===== src/inc/srh_params.svh =====
// timing counts, pin reset levels and widths for the static ram host controller
`ifndef SRH_PARAMS_SVH
`define SRH_PARAMS_SVH
// clock rate and period in ns
`define SRH_CLK_MHZ 40
`define SRH_CLK_NS (1000 / `SRH_CLK_MHZ)
// least time in ns rounded up to whole cycles, never below one
`define SRH_CYC(t) ((((t) + `SRH_CLK_NS - 1) / `SRH_CLK_NS) < 1 ? 1 : \
	(((t) + `SRH_CLK_NS - 1) / `SRH_CLK_NS))
// memory shape
`define SRH_ADDR_W 13
`define SRH_DATA_W 8
// interface times in ns
`define SRH_T_AS_NS 0
`define SRH_T_AW_NS 85
`define SRH_T_WP_NS 70
`define SRH_RECOVERY_AFTER_STROBE_END_NS 5
`define SRH_RECOVERY_AFTER_HIGH_SELECT_END_NS 15
`define SRH_T_RC_NS 120
`define SRH_T_OHZ_NS 40
`define SRH_DESELECT_BEFORE_RETENTION_NS 0
// derived cycle counts
`define SRH_SET_CYC `SRH_CYC(`SRH_T_AS_NS)
`define SRH_STB_CYC `SRH_CYC(`SRH_T_AW_NS)
`define SRH_WR1_CYC `SRH_CYC(`SRH_RECOVERY_AFTER_STROBE_END_NS)
`define SRH_WR2_CYC `SRH_CYC(`SRH_RECOVERY_AFTER_HIGH_SELECT_END_NS)
`define SRH_RC_CYC `SRH_CYC(`SRH_T_RC_NS)
`define SRH_TURN_CYC `SRH_CYC(`SRH_T_OHZ_NS)
// pin levels held during reset
`define SRH_RST_SEL_N 1'b1
`define SRH_RST_SEL_H 1'b1
`define SRH_RST_WE_N 1'b1
`define SRH_RST_OE_N 1'b1
`endif


===== src/inc/srh_pkg.sv =====
// types shared by the static ram host controller
package srh_pkg;
	// one-hot controller states
	typedef enum logic [7:0] {
		SRH_IDLE = 8'h01,
		SRH_WSET = 8'h02,
		SRH_WSTB = 8'h04,
		SRH_WREC = 8'h08,
		SRH_READ = 8'h10,
		SRH_TURN = 8'h20,
		SRH_RET = 8'h40,
		SRH_REXIT = 8'h80
	} srh_state_t;
endpackage : srh_pkg


===== src/core/srh_tmr.sv =====
// down counter that times how long the controller stays in a state
`timescale 1ns/1ps
`default_nettype none
module srh_tmr #(
	parameter int W = 3
) (
	input wire logic ref_clk_in,
	input wire logic arst_n_in,
	input wire logic load_in, // restart with value_in
	input wire logic [W-1:0] value_in,
	output logic done_out // count has reached zero
);
	logic [W-1:0] cnt; // remaining cycles minus one
	logic [W-1:0] next_cnt;

	generate
		if (W < 1) begin : g_bad_w
			$error("srh_tmr: width must be at least one");
		end
	endgenerate

	// load or count down, holding at zero
	always_comb begin
		if (load_in) begin
			next_cnt = value_in;
		end else if (cnt != '0) begin
			next_cnt = cnt - W'(1);
		end else begin
			next_cnt = cnt;
		end
	end

	// counter register
	always_ff @(posedge ref_clk_in or negedge arst_n_in) begin
		if (!arst_n_in) begin
			cnt <= '0;
		end else begin
			cnt <= next_cnt;
		end
	end

	assign done_out = (cnt == '0);
endmodule : srh_tmr
`default_nettype wire


===== src/core/srh_ctrl.sv =====
// host controller driving an asynchronous 8k by 8 static ram over its pins
`timescale 1ns/1ps
`default_nettype none
`include "srh_params.svh"

// Overview of operation
// RULE_01 - ram holds 8192 bytes, one shared bus
// RULE_02 - write needs both selects and strobe active
// RULE_03 - write starts at the last asserting edge
// RULE_04 - write ends at the first releasing edge
// RULE_05 - address valid before and through write
// RULE_06 - recovery before address change matches ending signal
// RULE_07 - late select fall keeps ram outputs off
// RULE_08 - never fight the ram driving data
// RULE_09 - output low write shows written data
// RULE_10 - new address then gives normal read data
// RULE_11 - write ignores output enable level
// RULE_12 - read: strobe high, selected, output low
// RULE_13 - read data follows the address
// RULE_14 - deselect floats bus, enters standby
// RULE_15 - output enable high floats bus when selected
// RULE_16 - high select low gates all other inputs
// RULE_17 - low select retention keeps high select firm
// RULE_18 - deselect before supply drop, wait after
// RULE_19 - round intervals up, strobe inside select
module srh_ctrl #(
	parameter int ADDR_W = `SRH_ADDR_W,
	parameter int DATA_W = `SRH_DATA_W,
	parameter int TMR_W = 3
) (
	input wire logic ref_clk_in,
	input wire logic arst_n_in,
	input wire logic req_in, // access request, taken while ready_out
	input wire logic wr_in, // 1 write, 0 read
	input wire logic [ADDR_W-1:0] addr_in,
	input wire logic [DATA_W-1:0] wdata_in,
	input wire logic ret_req_in, // ask for data retention
	input wire logic ret_by_high_in, // retention through the high select
	input wire logic supply_ok_in, // ram supply back at full level
	output logic ready_out, // idle, may take a request
	output logic [DATA_W-1:0] rdata_out,
	output logic rvalid_out, // one-cycle read data pulse
	output logic retention_out, // ram deselected, supply may drop
	output logic [ADDR_W-1:0] mem_addr_out,
	output logic select_active_low_n_out,
	output logic select_active_high_out,
	output logic we_n_out,
	output logic oe_n_out,
	input wire logic [DATA_W-1:0] dq_in,
	output logic [DATA_W-1:0] dq_out,
	output logic dq_oe_out // high while we drive the data pins
);
	srh_pkg::srh_state_t state; // controller state
	srh_pkg::srh_state_t next_state;
	logic next_ready;
	logic [DATA_W-1:0] next_rdata;
	logic next_rvalid;
	logic next_retention;
	logic [ADDR_W-1:0] next_mem_addr;
	logic next_sel_n;
	logic next_sel_h;
	logic next_we_n;
	logic next_oe_n;
	logic [DATA_W-1:0] next_dq;
	logic next_dq_oe;
	logic tmr_load; // restart the state timer
	logic [TMR_W-1:0] tmr_value; // cycles in the new state minus one
	logic tmr_done; // current state has lasted its time

	// refuse shapes the counts and the ram cannot serve
	generate
		if (ADDR_W < 1 || DATA_W < 1) begin : g_bad_shape
			$error("srh_ctrl: address and data widths must be positive");
		end
		if (`SRH_RC_CYC > (1 << TMR_W) || `SRH_STB_CYC > (1 << TMR_W)) begin : g_bad_tmr
			$error("srh_ctrl: timer too narrow for the cycle counts");
		end
	endgenerate

	// state timer
	srh_tmr #(.W(TMR_W)) i_srh_tmr (
		.ref_clk_in(ref_clk_in),
		.arst_n_in(arst_n_in),
		.load_in(tmr_load),
		.value_in(tmr_value),
		.done_out(tmr_done)
	);

	// next state and next pin levels
	always_comb begin
		next_state = state;
		next_ready = ready_out | (state == srh_pkg::SRH_IDLE); // idle stays ready unless a request or retention is taken
		next_rdata = rdata_out;
		next_rvalid = 1'b0;
		next_retention = retention_out;
		next_mem_addr = mem_addr_out;
		next_sel_n = select_active_low_n_out;
		next_sel_h = select_active_high_out;
		next_we_n = we_n_out;
		next_oe_n = oe_n_out;
		next_dq = dq_out;
		next_dq_oe = dq_oe_out;
		tmr_load = 1'b0;
		tmr_value = '0;
		case (state)
			srh_pkg::SRH_IDLE: begin
				if (ret_req_in) begin
					// deselect in the same edge that grants retention [RULE_18]
					next_state = srh_pkg::SRH_RET;
					next_ready = 1'b0;
					next_retention = 1'b1;
					next_sel_n = 1'b1;
					next_sel_h = !ret_by_high_in; // low gates all inputs [RULE_16], else firm high [RULE_17]
				end else if (req_in && ready_out) begin
					// address goes out with the selects, before any strobe [RULE_05]
					next_ready = 1'b0;
					next_mem_addr = addr_in;
					next_sel_n = 1'b0;
					next_sel_h = 1'b1;
					if (wr_in) begin
						// selects first, strobe later keeps ram outputs off [RULE_07]
						next_state = srh_pkg::SRH_WSET;
						next_dq = wdata_in;
						next_dq_oe = 1'b1;
						tmr_load = 1'b1;
						tmr_value = TMR_W'(`SRH_SET_CYC - 1);
					end else begin
						// strobe high, selected, output enabled [RULE_12]
						next_state = srh_pkg::SRH_READ;
						next_oe_n = 1'b0;
						tmr_load = 1'b1;
						tmr_value = TMR_W'(`SRH_RC_CYC - 1);
					end
				end
			end
			srh_pkg::SRH_WSET: begin
				if (tmr_done) begin
					// strobe falls last, opening the write [RULE_03] [RULE_02]
					next_state = srh_pkg::SRH_WSTB;
					next_we_n = 1'b0;
					tmr_load = 1'b1;
					tmr_value = TMR_W'(`SRH_STB_CYC - 1);
				end
			end
			srh_pkg::SRH_WSTB: begin
				if (tmr_done) begin
					// strobe rises first, closing the write [RULE_04] [RULE_19]
					next_state = srh_pkg::SRH_WREC;
					next_we_n = 1'b1;
					tmr_load = 1'b1;
					tmr_value = TMR_W'(`SRH_WR1_CYC - 1);
				end
			end
			srh_pkg::SRH_WREC: begin
				// strobe ended the write, so the strobe recovery applies [RULE_06]
				if (tmr_done) begin
					next_state = srh_pkg::SRH_IDLE;
					next_ready = 1'b1;
					next_sel_n = 1'b1;
					next_dq_oe = 1'b0;
				end
			end
			srh_pkg::SRH_READ: begin
				if (tmr_done) begin
					// sample after a full read cycle time [RULE_13]
					next_state = srh_pkg::SRH_TURN;
					next_rdata = dq_in;
					next_rvalid = 1'b1;
					next_oe_n = 1'b1;
					next_sel_n = 1'b1;
					tmr_load = 1'b1;
					tmr_value = TMR_W'(`SRH_TURN_CYC - 1);
				end
			end
			srh_pkg::SRH_TURN: begin
				// let the ram outputs float before anyone drives the bus [RULE_08]
				if (tmr_done) begin
					next_state = srh_pkg::SRH_IDLE;
					next_ready = 1'b1;
				end
			end
			srh_pkg::SRH_RET: begin
				if (!ret_req_in && supply_ok_in) begin
					// supply is back, wait one read cycle time [RULE_18]
					next_state = srh_pkg::SRH_REXIT;
					next_retention = 1'b0;
					next_sel_h = 1'b1;
					tmr_load = 1'b1;
					tmr_value = TMR_W'(`SRH_RC_CYC - 1);
				end
			end
			srh_pkg::SRH_REXIT: begin
				if (tmr_done) begin
					next_state = srh_pkg::SRH_IDLE;
					next_ready = 1'b1;
				end
			end
			default: begin
				// unknown code: return to a safe deselected idle
				next_state = srh_pkg::SRH_IDLE;
				next_ready = 1'b1;
				next_retention = 1'b0;
				next_sel_n = 1'b1;
				next_sel_h = 1'b1;
				next_we_n = 1'b1;
				next_oe_n = 1'b1;
				next_dq_oe = 1'b0;
			end
		endcase
	end

	// state and pin registers
	always_ff @(posedge ref_clk_in or negedge arst_n_in) begin
		if (!arst_n_in) begin
			state <= srh_pkg::SRH_IDLE;
			ready_out <= 1'b0;
			rdata_out <= '0;
			rvalid_out <= 1'b0;
			retention_out <= 1'b0;
			mem_addr_out <= '0;
			select_active_low_n_out <= `SRH_RST_SEL_N;
			select_active_high_out <= `SRH_RST_SEL_H;
			we_n_out <= `SRH_RST_WE_N;
			oe_n_out <= `SRH_RST_OE_N;
			dq_out <= '0;
			dq_oe_out <= 1'b0;
		end else begin
			state <= next_state;
			ready_out <= next_ready;
			rdata_out <= next_rdata;
			rvalid_out <= next_rvalid;
			retention_out <= next_retention;
			mem_addr_out <= next_mem_addr;
			select_active_low_n_out <= next_sel_n;
			select_active_high_out <= next_sel_h;
			we_n_out <= next_we_n;
			oe_n_out <= next_oe_n;
			dq_out <= next_dq;
			dq_oe_out <= next_dq_oe;
		end
	end
endmodule : srh_ctrl
`default_nettype wire


===== config.mk =====
export PLATFORM = sky130hd
export DESIGN_NAME = srh_ctrl
export DESIGN_NICKNAME = d
export VERILOG_FILES = /design/src/inc/srh_pkg.sv /design/src/core/srh_tmr.sv /design/src/core/srh_ctrl.sv
export VERILOG_INCLUDE_DIRS = /design/src /design/src/inc
export SDC_FILE = /design/constraint.sdc
export NUM_CORES = 1
export LEC_CHECK = 0
export ABC_AREA = 1
export BUFFER_PORTS_ARGS = -buffer_cell sky130_fd_sc_hd__buf_2
export CORE_ASPECT_RATIO = 1.75
export CORE_MARGIN = 5
export CORE_UTILIZATION = 45
export DETAILED_ROUTE_END_ITERATION = 10
export PLACE_DENSITY = 0.72
export REMOVE_ABC_BUFFERS = 1
export SLEW_MARGIN = 5
export SYNTH_ARGS = -nofsm -noshare
export SYNTH_HDL_FRONTEND = slang
export SYNTH_SLANG_ARGS = --single-unit

===== constraint.sdc =====
create_clock -name ref_clk_in -period 2.6 [get_ports ref_clk_in]
set_clock_uncertainty 0.1 [all_clocks]
set_input_delay 0.39 -clock ref_clk_in [delete_from_list [all_inputs] [get_ports ref_clk_in]]
set_output_delay 0.39 -clock ref_clk_in [all_outputs]
set_load 0.005 [all_outputs]

==> results of run 1 <==
[what timing repair did]
item / 4_1_cts / 5_1_grt
hold buffers: 1 / 0
hold endpoints to repair: 13 / 0
buffers inserted: 0 / 0
[flip-flops by register name, indices dropped and copies added, names as in the netlist, 3 cells and up]
register,flops
mem_addr_out,13
dq_out,8
rdata_out,8
state,8
i_srh_tmr.cnt,3
[final timing paths]
| kind | startpoint | endpoint | slack (ns) | depth (start not counted) |
|---|---|---|---|---|
| setup / recovery | state[0]$_DFFE_PN1P_ | i_srh_tmr.cnt[1]$_DFFE_PN0P_ | 0.76 | 9 |
| hold / removal | dq_in[0] | rdata_out[0]$_DFFE_PN0N_ | 0.18 | 3 |
| setup reg to reg | state[0]$_DFFE_PN1P_ | i_srh_tmr.cnt[1]$_DFFE_PN0P_ | 0.76 | 9 |
| hold reg to reg | select_active_high_out$_DFFE_PN1P_ | select_active_high_out$_DFFE_PN1P_ | 0.37 | 2 |
| max in group asynchronous | arst_n_in | select_active_low_n_out$_DFFE_PN1P_ | 1.30 | 3 |
| min in group asynchronous | arst_n_in | rdata_out[4]$_DFFE_PN0N_ | 0.45 | 2 |
[cell usage in the layout (no fill, tap or decap), types with 5 or more instances in the layout]
cell	n
nand2_1	76
buf_2	72
dfrtp_1	43
inv_1	23
nor2_1	18
nand3_1	12
mux2_2	12
mux2_4	9
o21ai_1	6
o21ai_0	5
clkbuf_8	5
dfstp_2	5
[where the power goes]
group	internal, uW	switching (uW)
clock	286	245
sequential	1100	174
combinational	685	803
[routing by layer]
layer  up-vias  global-route usage (%)  share of wire (%)
met1       861                   16.69                 36
met3        11                   3.437                5.1
met4         0                   7.132                2.8
met5         -                       0                  0
met2        60                   29.28                 56
li1        935                       -                  -
[worst min-delay path, delay by kind of cell]
kind	cells	cell delay [ns]
buffers and inverters	1	0.07
and+or+nand+nor	2	0.09
[cell type report]
class	count	share of cell area, %
repair buffers	75	13.51
clock inverters	2	1.229
multi-input cells	167	34.44
flip-flops and latches	48	42.34
inverters	27	3.554
clock buffers	6	2.545
well taps	54	2.369
[kinds of logic (layout without fill, tap and decap cells)]
family,Yosys count,in the layout
xor gates and xnor gates,1,1
buffers and inverters,28,110
muxes,21,21
and+or+nand+nor,124,124
AOI/OAI and AO/OA,19,19
adders and majority gates,2,2
DFF,48,48
[per-stage QoR]
step / hold WS (ns) / utilization, % / power, uW
6_report: 0.1826 / 57.29 / 3295
5_1_grt: 0.1908 / 57.29 / 3576
4_1_cts: 0.1762 / 57.29 / 3333
3_5_place_dp: 0.2514 / 54.93 / 2795
3_3_place_gp: 0.2339 / 54.93 / 2747
2_1_floorplan: -0.005591 / - / 2268
==> flow_summary.yaml, run 1 <==
status:
  outcome: "finished, final reports clean"
sta:
  period_minus_slack_ns: 1.842
  tightest_slew_ns: 0.4098
  grt_setup_unrepaired: "false"
  tns_ns: 0
  hold_violations: 0
  maxSlewViolCount: 0
  setup_slack_ns: 0.7580
  max_freq_ghz: 0.5429
  relSlewSlack_pct: 72.68
  post-route-period-util_pct: 70.85
  setup_violations: 0
clocking:
  root_buffer: "clkbuf_8"
  cts_max_level: 2
  cts.path.max_buffers: 2
  cts_buffers: 5
  clk_latency_ns: 0.30
  cts.sinks: 48
  clkSlewWorstSetupHoldPaths_ns: 0.09
  ctsResizeCount: 0
  cts_tree: "built"
routing:
  first_iter_violations: 67
  via_per_inst: 4.926
  drt-total-wl_um: 5089
  wl_per_cell_um: 13.43
  drc: 0
  antenna_left: 0
  drtPass1Iterations: 4
  vias: 1867
global_routing:
  grt_max_degree: 20
  grt_pass1_wl_um: 8528
  grt.total_usage_pct: 15.94
  grt_overflow_total: 0
  grt_pass1_vias: 1886
  antenna_found_initial: 0
power_and_ir_drop:
  ir_worst_vdd_mv: 0.7067
  p_leak_uw: 0.001554
  power.density_nw_per_um2: 1155
setup_path:
  path_buf_inv: 1
  cp-end-kind: "flip-flop"
  cp_cell_sequence: "inv_1 -> nor2_1 -> nand2_1 -> nor2_8 -> nand3_4 -> nand3_1 -> nand2_1 -> nand2_1 -> nor2_1"
  cpMostUsedCell: "nand2_1"
  timing.setup.critical_path_class: "flip-flop to flip-flop"
  cp_data_arrival_time_ns: 1.94
  crit_family: "simple AND/OR/NAND/NOR gates"
  required_ns: 2.70
  cp-start-kind: "flip-flop"
  crit_fanout: 16
  slowest_delay_ns: 0.53
  slowest_stage: "dfstp_2"
placed_design:
  placed_cell_area_um2: 2734
  portBuffers: 72
  post-place-ws_ns: 0.7566
  dpl.cell_count: 370
  dp_hpwl_um: 4049
  place_congestion: 0.9462
synthesis:
  synth_compound_area_share_pct: 5.000
  synth_top_family_by_area: "simple AND/OR/NAND/NOR gates"
  avgSynthCellArea_um2: 9.474
  yosys.area_share.simple_pct: 24.46
  yosysTopAreaCell: "dfrtp_1"
  ys.flop_type: "dfrtp_1"
  synth_top_area_share_pct: 46.74
  synth-edff-count: 0
  synth_area_leaders: "dfrtp_1 47%, nand2_1 12%, mux2_4 5.9%"
  ys_seq_area_share_pct: 52.45
  synth_cell_types: 28
  synthAdderAreaFrac_pct: 1.087
  synthesis.area_um2: 2302
  yosys-top-cells-count: "76 x nand2_1, 43 x dfrtp_1, 23 x inv_1"
  ys_seq_elements: 48
  yosysMostFrequentCell: "nand2_1"
  postSynthCellCount: 243
  synthMuxAreaShare_pct: 11.74
  synth_xor_area_share_pct: 0.3804
  async_flop_share_pct: 100.0
  yosysWarnings: 0
finish:
  multi_input_area_um2: 982.2
  drive_gt1_share_pct: 38.77
  regArea_um2: 1207
  area_growth_syn_to_layout_pct: 23.86
  antenna_cells: 0
  fin_cells: 379
  n_fill_cell: 462
  final_area_um2: 2851
  fin_nets: 362
floorplan:
  io_pins: 73
  initial_utilization_pct: 46.25
  fp.dieH_um: 104.6
  die-area_um2: 6703
  die_w_um: 64.07
  core_um2: 4977
  rows: 34
hold_path:
  hold_path.class: "input pin to flip-flop"
job:
  drv_cap: 0
Power figures use the tool's default switching activity.
==> inputs of run 2 (changes only) <==
- ABC_AREA: 1 -> 0
- PLACE_DENSITY: 0.72 -> 0.71
- clock period: 2.6 -> 1.9 ns (I/O delays scaled with it)
==> run 2 against run 1 <==
Compared with the run above: the run now ends with negative setup slack left; utilization up 8.7 points; worst setup slack worse by 0.92 ns; count of clock-buffer cells in the layout unchanged; maximum frequency down 10%; synthesized cell count down 12%; synthesized area up 4.7%; cell count up 2.9%; power up 50%; global-route usage up 4.4 points; via count up 16%; critical path type unchanged.
==> flow_summary.yaml, run 2 <==
synthesis:
  synth_top_area_share_pct: 44.65
  yosysTopAreaCell: "dfrtp_1"
  yosysWarnings: 0
  synthesis.area_um2: 2410
  async_flop_share_pct: 100.0
  ys_seq_area_share_pct: 50.10
  synth_cell_types: 53
  synth-edff-count: 0
  yosysMostFrequentCell: "dfrtp_1"
  avgSynthCellArea_um2: 11.26
  synth_area_leaders: "dfrtp_1 45%, mux2_2 14%, dfstp_2 5.5%"
  ys_seq_elements: 48
  yosys-top-cells-count: "43 x dfrtp_1, 30 x mux2_2, 12 x nor2_1"
  postSynthCellCount: 214
  ys.flop_type: "dfrtp_1"
clocking:
  cts_tree: "built"
  cts.path.max_buffers: 2
  cts.sinks: 48
  clk_latency_ns: 0.30
  cts_buffers: 5
  root_buffer: "clkbuf_8"
  clkSlewWorstSetupHoldPaths_ns: 0.09
  cts_max_level: 2
setup_path:
  cp_data_arrival_time_ns: 2.15
  rr_worst_depth: 5
  r2r-start: "state[7]$_DFFE_PN0P_"
  slowest_stage: "or4_4"
  cp-start-kind: "flip-flop"
  r2r_end: "mem_addr_out[2]$_DFFE_PN0P_"
  timing.setup.critical_path_class: "flip-flop to flip-flop"
  crit_fanout: 13
  slowest_delay_ns: 0.56
  cp-end-kind: "flip-flop"
  required_ns: 1.99
  cp_cell_sequence: "or4_4 -> nand3b_4 -> nor3_4 -> buf_12 -> mux2_2"
  rrSetupSlack_ns: -0.16
routing:
  vias: 2166
  drc: 0
  drtPass1Iterations: 4
  drt-total-wl_um: 6923
  first_iter_violations: 90
  wl_per_cell_um: 17.75
  antenna_left: 0
  via_per_inst: 5.554
floorplan:
  die_w_um: 65.32
  fp.dieH_um: 106.8
  die-area_um2: 6976
  io_pins: 73
  initial_utilization_pct: 45.86
  rows: 35
  core_um2: 5255
hold_path:
  hold_path_depth: 2
  hold_path_end: "select_active_high_out$_DFFE_PN1P_"
  min_from: "ret_by_high_in"
  hold_path.class: "input pin to flip-flop"
sta:
  maxSlewViolCount: 0
  tightest_slew_ns: 0.6055
  max_freq_ghz: 0.4860
  period_minus_slack_ns: 2.057
  hold_violations: 0
  setup_slack_ns: -0.1575
  post-route-period-util_pct: 108.3
  setup_violations: 27
  grt_setup_unrepaired: "true"
  relSlewSlack_pct: 59.63
finish:
  antenna_cells: 0
  fin_nets: 372
  top_register: "mem_addr_out"
  largest_register_ffs: 13
  layout_common_cells: "72 x buf_2, 46 x buf_4, 42 x dfrtp_1"
  drive_gt1_share_pct: 58.51
  fin_cells: 390
  area_growth_syn_to_layout_pct: 43.82
  layout_commonest_cell: "buf_2"
  postLayoutCoreUtil_pct: 65.95
placed_design:
  dp_hpwl_um: 5367
  portBuffers: 72
  place_congestion: 0.9485
  dpl.cell_count: 377
power_and_ir_drop:
  ir_worst_vdd_mv: 0.9970
  p_leak_uw: 0.001712
  power.density_nw_per_um2: 1422
  finalPower_uw: 4928
global_routing:
  grt_max_degree: 49
  antenna_found_initial: 0
  grt_pass1_vias: 2342
  grt.total_usage_pct: 20.34
  grt_pass1_wl_um: 10900
  grt_overflow_total: 0
job:
  drv_cap: 0
status:
  outcome: "complete, but fails checks"
  violations: "negative setup slack"
run 2: changes by cell type after synthesis, sizes merged, moves of 5 or more:
cell    previous run  this run
a21o               0         5
a21oi              2        10
a31oi              0         5
buf                1         8
inv               27         5
mux2              21        30
nand2             80        10
nand2b             0         6
nand3             14         2
nor2              25        13
nor2b              0         5
nor3               1         8
run 2: what timing repair did:
action | in CTS | in global routing
setup endpoints to repair | 37 | 42
buffers inserted | 0 | 5
gates resized for setup | 10 | 29
hold buffers | 1 | 0
pin swaps | 6 | 7
hold endpoints to repair | 35 | 0
run 2: area by class of cell:
type	instances	area, um2
Timing Repair Buffer	124	798.3
Clock buffer	6	72.57
Clock inverter	2	35.03
Sequential cell	48	1209
Tap cell	55	68.82
Multi-Input combinational cell	150	1264
Inverter	5	18.77
Fill cell	415	1789
run 2: power by group:
part	switching, uW	internal, uW	total (uW)
clock	336	391	727
sequential	254	1470	1720
combinational	1140	1340	2480
run 2: worst max-delay path: cells and delay by family, from the launching register on:
kind,cells,cell delay [ns]
mux,1,0.34
flops,1,0.40
buf+inv,1,0.17
simple gates,3,0.94
run 2: logic make-up (layout without fill, tap and decap cells):
kind of cell	Yosys count	in the layout	share of synthesized area, %
and+or+nand+nor	60	60	14.95
AOI/OAI and AO/OA	53	53	14.85
DFF	48	48	50.10
muxes	31	31	14.43
buffers and inverters	16	137	3.167
xor gates and xnor gates	4	4	1.454
adders and majority gates	2	2	1.038
run 2: how the worst max path moves through the flow:
stage | cells after the start | slack (ns) | end | startpoint
after floorplan | 4 | -0.38 | mem_addr_out[0]$_DFFE_PN0P_ | state[7]$_DFFE_PN0P_
after global placement | 5 | -0.15 | mem_addr_out[9]$_DFFE_PN0P_ | state[7]$_DFFE_PN0P_
after detailed placement | 5 | -0.20 | mem_addr_out[2]$_DFFE_PN0P_ | state[7]$_DFFE_PN0P_
after CTS | 5 | -0.17 | mem_addr_out[2]$_DFFE_PN0P_ | state[7]$_DFFE_PN0P_
after global routing | 5 | -0.22 | mem_addr_out[0]$_DFFE_PN0P_ | state[7]$_DFFE_PN0P_
final | 5 | -0.16 | mem_addr_out[2]$_DFFE_PN0P_ | state[7]$_DFFE_PN0P_
run 2: per-layer routing:
layer  up-vias  global-route usage (%)  routed length (um)
met5         -                       0                   0
met4         0                   12.31                 346
met3        27                   3.983                 301
met2        63                   36.19                3855
met1      1052                   21.43                2420
li1       1024                       -                   -
run 2: stage by stage:
step	area [um2]	hold slack (ns)	setup slack [ns]	setup TNS, ns
CTS	3321	0.03548	-0.1716	-4.213
global placement	3172	0.3045	-0.1481	-3.294
floorplan	2352	-0.1106	-0.3791	-7.722
finish	3466	0.04385	-0.1575	-3.323
global route	3466	0.04975	-0.2176	-5.257
detailed placement	3172	0.3116	-0.2013	-4.405
==> inputs of run 3 (changes only) <==
- HOLD_SLACK_MARGIN: default -> 0.05
==> run 3 against run 2 <==
Compared with the run above: the run still ends with negative setup slack left; maximum frequency about the same; clock power about the same; via count up 1.1%; count of clock-buffer cells in the layout unchanged; cell area up 0.29%; largest cell class unchanged; largest power group unchanged.
==> flow_summary.yaml, run 3 (synthesized netlist as in run 2, its figures left out) <==
routing:
  drt-total-wl_um: 6935
  drc: 0
  vias: 2190
  wl_met3_um: 310
  first_iter_violations: 75
  drtPass1Iterations: 4
  highest_layer: "met4"
  via_per_inst: 5.601
  wl_per_cell_um: 17.74
  drt-met1-wl_um: 2388
  antenna_left: 0
  dr_wl_met2_um: 3889
finish:
  drive_gt1_share_pct: 58.33
  largest_register_ffs: 13
  layout_common_cells: "72 x buf_2, 46 x buf_4, 42 x dfrtp_1"
  layout_commonest_cell: "buf_2"
  fin_cells: 391
  top_register: "mem_addr_out"
  area_growth_syn_to_layout_pct: 44.24
  antenna_cells: 0
  fin_nets: 373
  n_fill_cell: 412
  final_area_um2: 3476
clocking:
  cts_tree: "built"
  root_buffer: "clkbuf_8"
  cts_buffers: 5
  clkSlewWorstSetupHoldPaths_ns: 0.09
  cts.sinks: 48
  cts_max_level: 2
  cts.path.max_buffers: 2
  clk_latency_ns: 0.30
setup_path:
  crit_fanout: 13
  cp_data_arrival_time_ns: 2.15
  required_ns: 1.99
  rrSetupSlack_ns: -0.16
  rr_worst_depth: 5
  cp-start-kind: "flip-flop"
  cp-end-kind: "flip-flop"
  timing.setup.critical_path_class: "flip-flop to flip-flop"
power_and_ir_drop:
  finalPower_uw: 4930
  power.density_nw_per_um2: 1418
  ir_worst_vdd_mv: 0.9980
  p_leak_uw: 0.001716
sta:
  grt_setup_unrepaired: "true"
  maxSlewViolCount: 0
  period_minus_slack_ns: 2.057
  max_freq_ghz: 0.4861
  relSlewSlack_pct: 60.00
  tightest_slew_ns: 0.6000
  setup_violations: 27
  hold_violations: 0
  setup_slack_ns: -0.1572
  post-route-period-util_pct: 108.3
placed_design:
  dp_hpwl_um: 5367
  place_congestion: 0.9485
  portBuffers: 72
  placed_cell_area_um2: 3172
  dpl.cell_count: 377
status:
  outcome: "complete, but fails checks"
  violations: "negative setup slack"
floorplan:
  die_w_um: 65.32
  die-area_um2: 6976
  rows: 35
  initial_utilization_pct: 45.86
  core_um2: 5255
  io_pins: 73
  fp.dieH_um: 106.8
global_routing:
  antenna_found_initial: 0
  grt_overflow_total: 0
  grt_pass1_wl_um: 10910
  grt.total_usage_pct: 20.34
  grt_max_degree: 49
  grt_pass1_vias: 2353
job:
  drv_cap: 0
hold_path:
  hold_path.class: "input pin to flip-flop"
  hold_path_depth: 2
-- run 3: cell types whose count changed in the layout (fill, tap and decap cells not counted) --
cell and delta:
dlygate4sd3_1 +1
-- run 3: area by class of cell --
class | instances | area [um2] | area share, %
clock inverter | 2 | 35.03 | 1.008
tap | 55 | 68.82 | 1.980
timing repair buffer | 125 | 808.3 | 23.25
sequential | 48 | 1209 | 34.77
inverter | 5 | 18.77 | 0.5400
clock buffer | 6 | 72.57 | 2.088
multi-input combinational | 150 | 1264 | 36.36
-- run 3: metrics by stage --
step	utilization (%)	hold slack [ns]	worst slack [ns]	setup TNS, ns
floorplan	-	-0.1106	-0.3791	-7.722
global placement	60.36	0.3045	-0.1481	-3.294
detailed placement	60.36	0.3116	-0.2013	-4.405
CTS	63.38	0.1067	-0.1716	-4.213
global route	66.14	0.09109	-0.2176	-5.257
finish	66.14	0.1097	-0.1572	-3.310
-- run 3: final timing paths --
kind                                                    end                   from
worst max-delay path            mem_addr_out[2]$_DFFE_PN0P_   state[7]$_DFFE_PN0P_
worst min-delay path                   state[4]$_DFFE_PN0P_                  wr_in
worst max register to register  mem_addr_out[2]$_DFFE_PN0P_   state[7]$_DFFE_PN0P_
worst min register to register        dq_out[6]$_DFFE_PN0P_  dq_out[6]$_DFFE_PN0P_
max in group asynchronous              state[4]$_DFFE_PN0P_              arst_n_in
min in group asynchronous             dq_out[6]$_DFFE_PN0P_              arst_n_in
-- run 3: repair_timing --
action,CTS,global route
resized for setup,10,29
hold buffers,2,0
cloned,0,0
pin swaps,6,7
hold endpoints to repair,44,0
endpoints found under the setup margin,37,42
setup buffers,0,5
-- run 3: where the power goes --
part / total [uW] / internal (uW) / switching (uW)
registers: 1720 / 1470 / 253
logic: 2480 / 1340 / 1140
clock network: 728 / 391 / 337
-- run 3: per-layer routing --
metal | GRT usage, % | vias to the layer above
met1 | 21.37 | 1065
met5 | 0 | -
li1 | - | 1029
met3 | 3.983 | 27
met2 | 36.26 | 69
met4 | 12.31 | 0
-- run 3: worst max-delay path, cell delays in order, from the launching register on --
cell,delay [ns]
dfrtp_1,0.40
or4_4,0.56
nand3b_4,0.20
nor3_4,0.18
buf_12,0.17
mux2_2,0.34
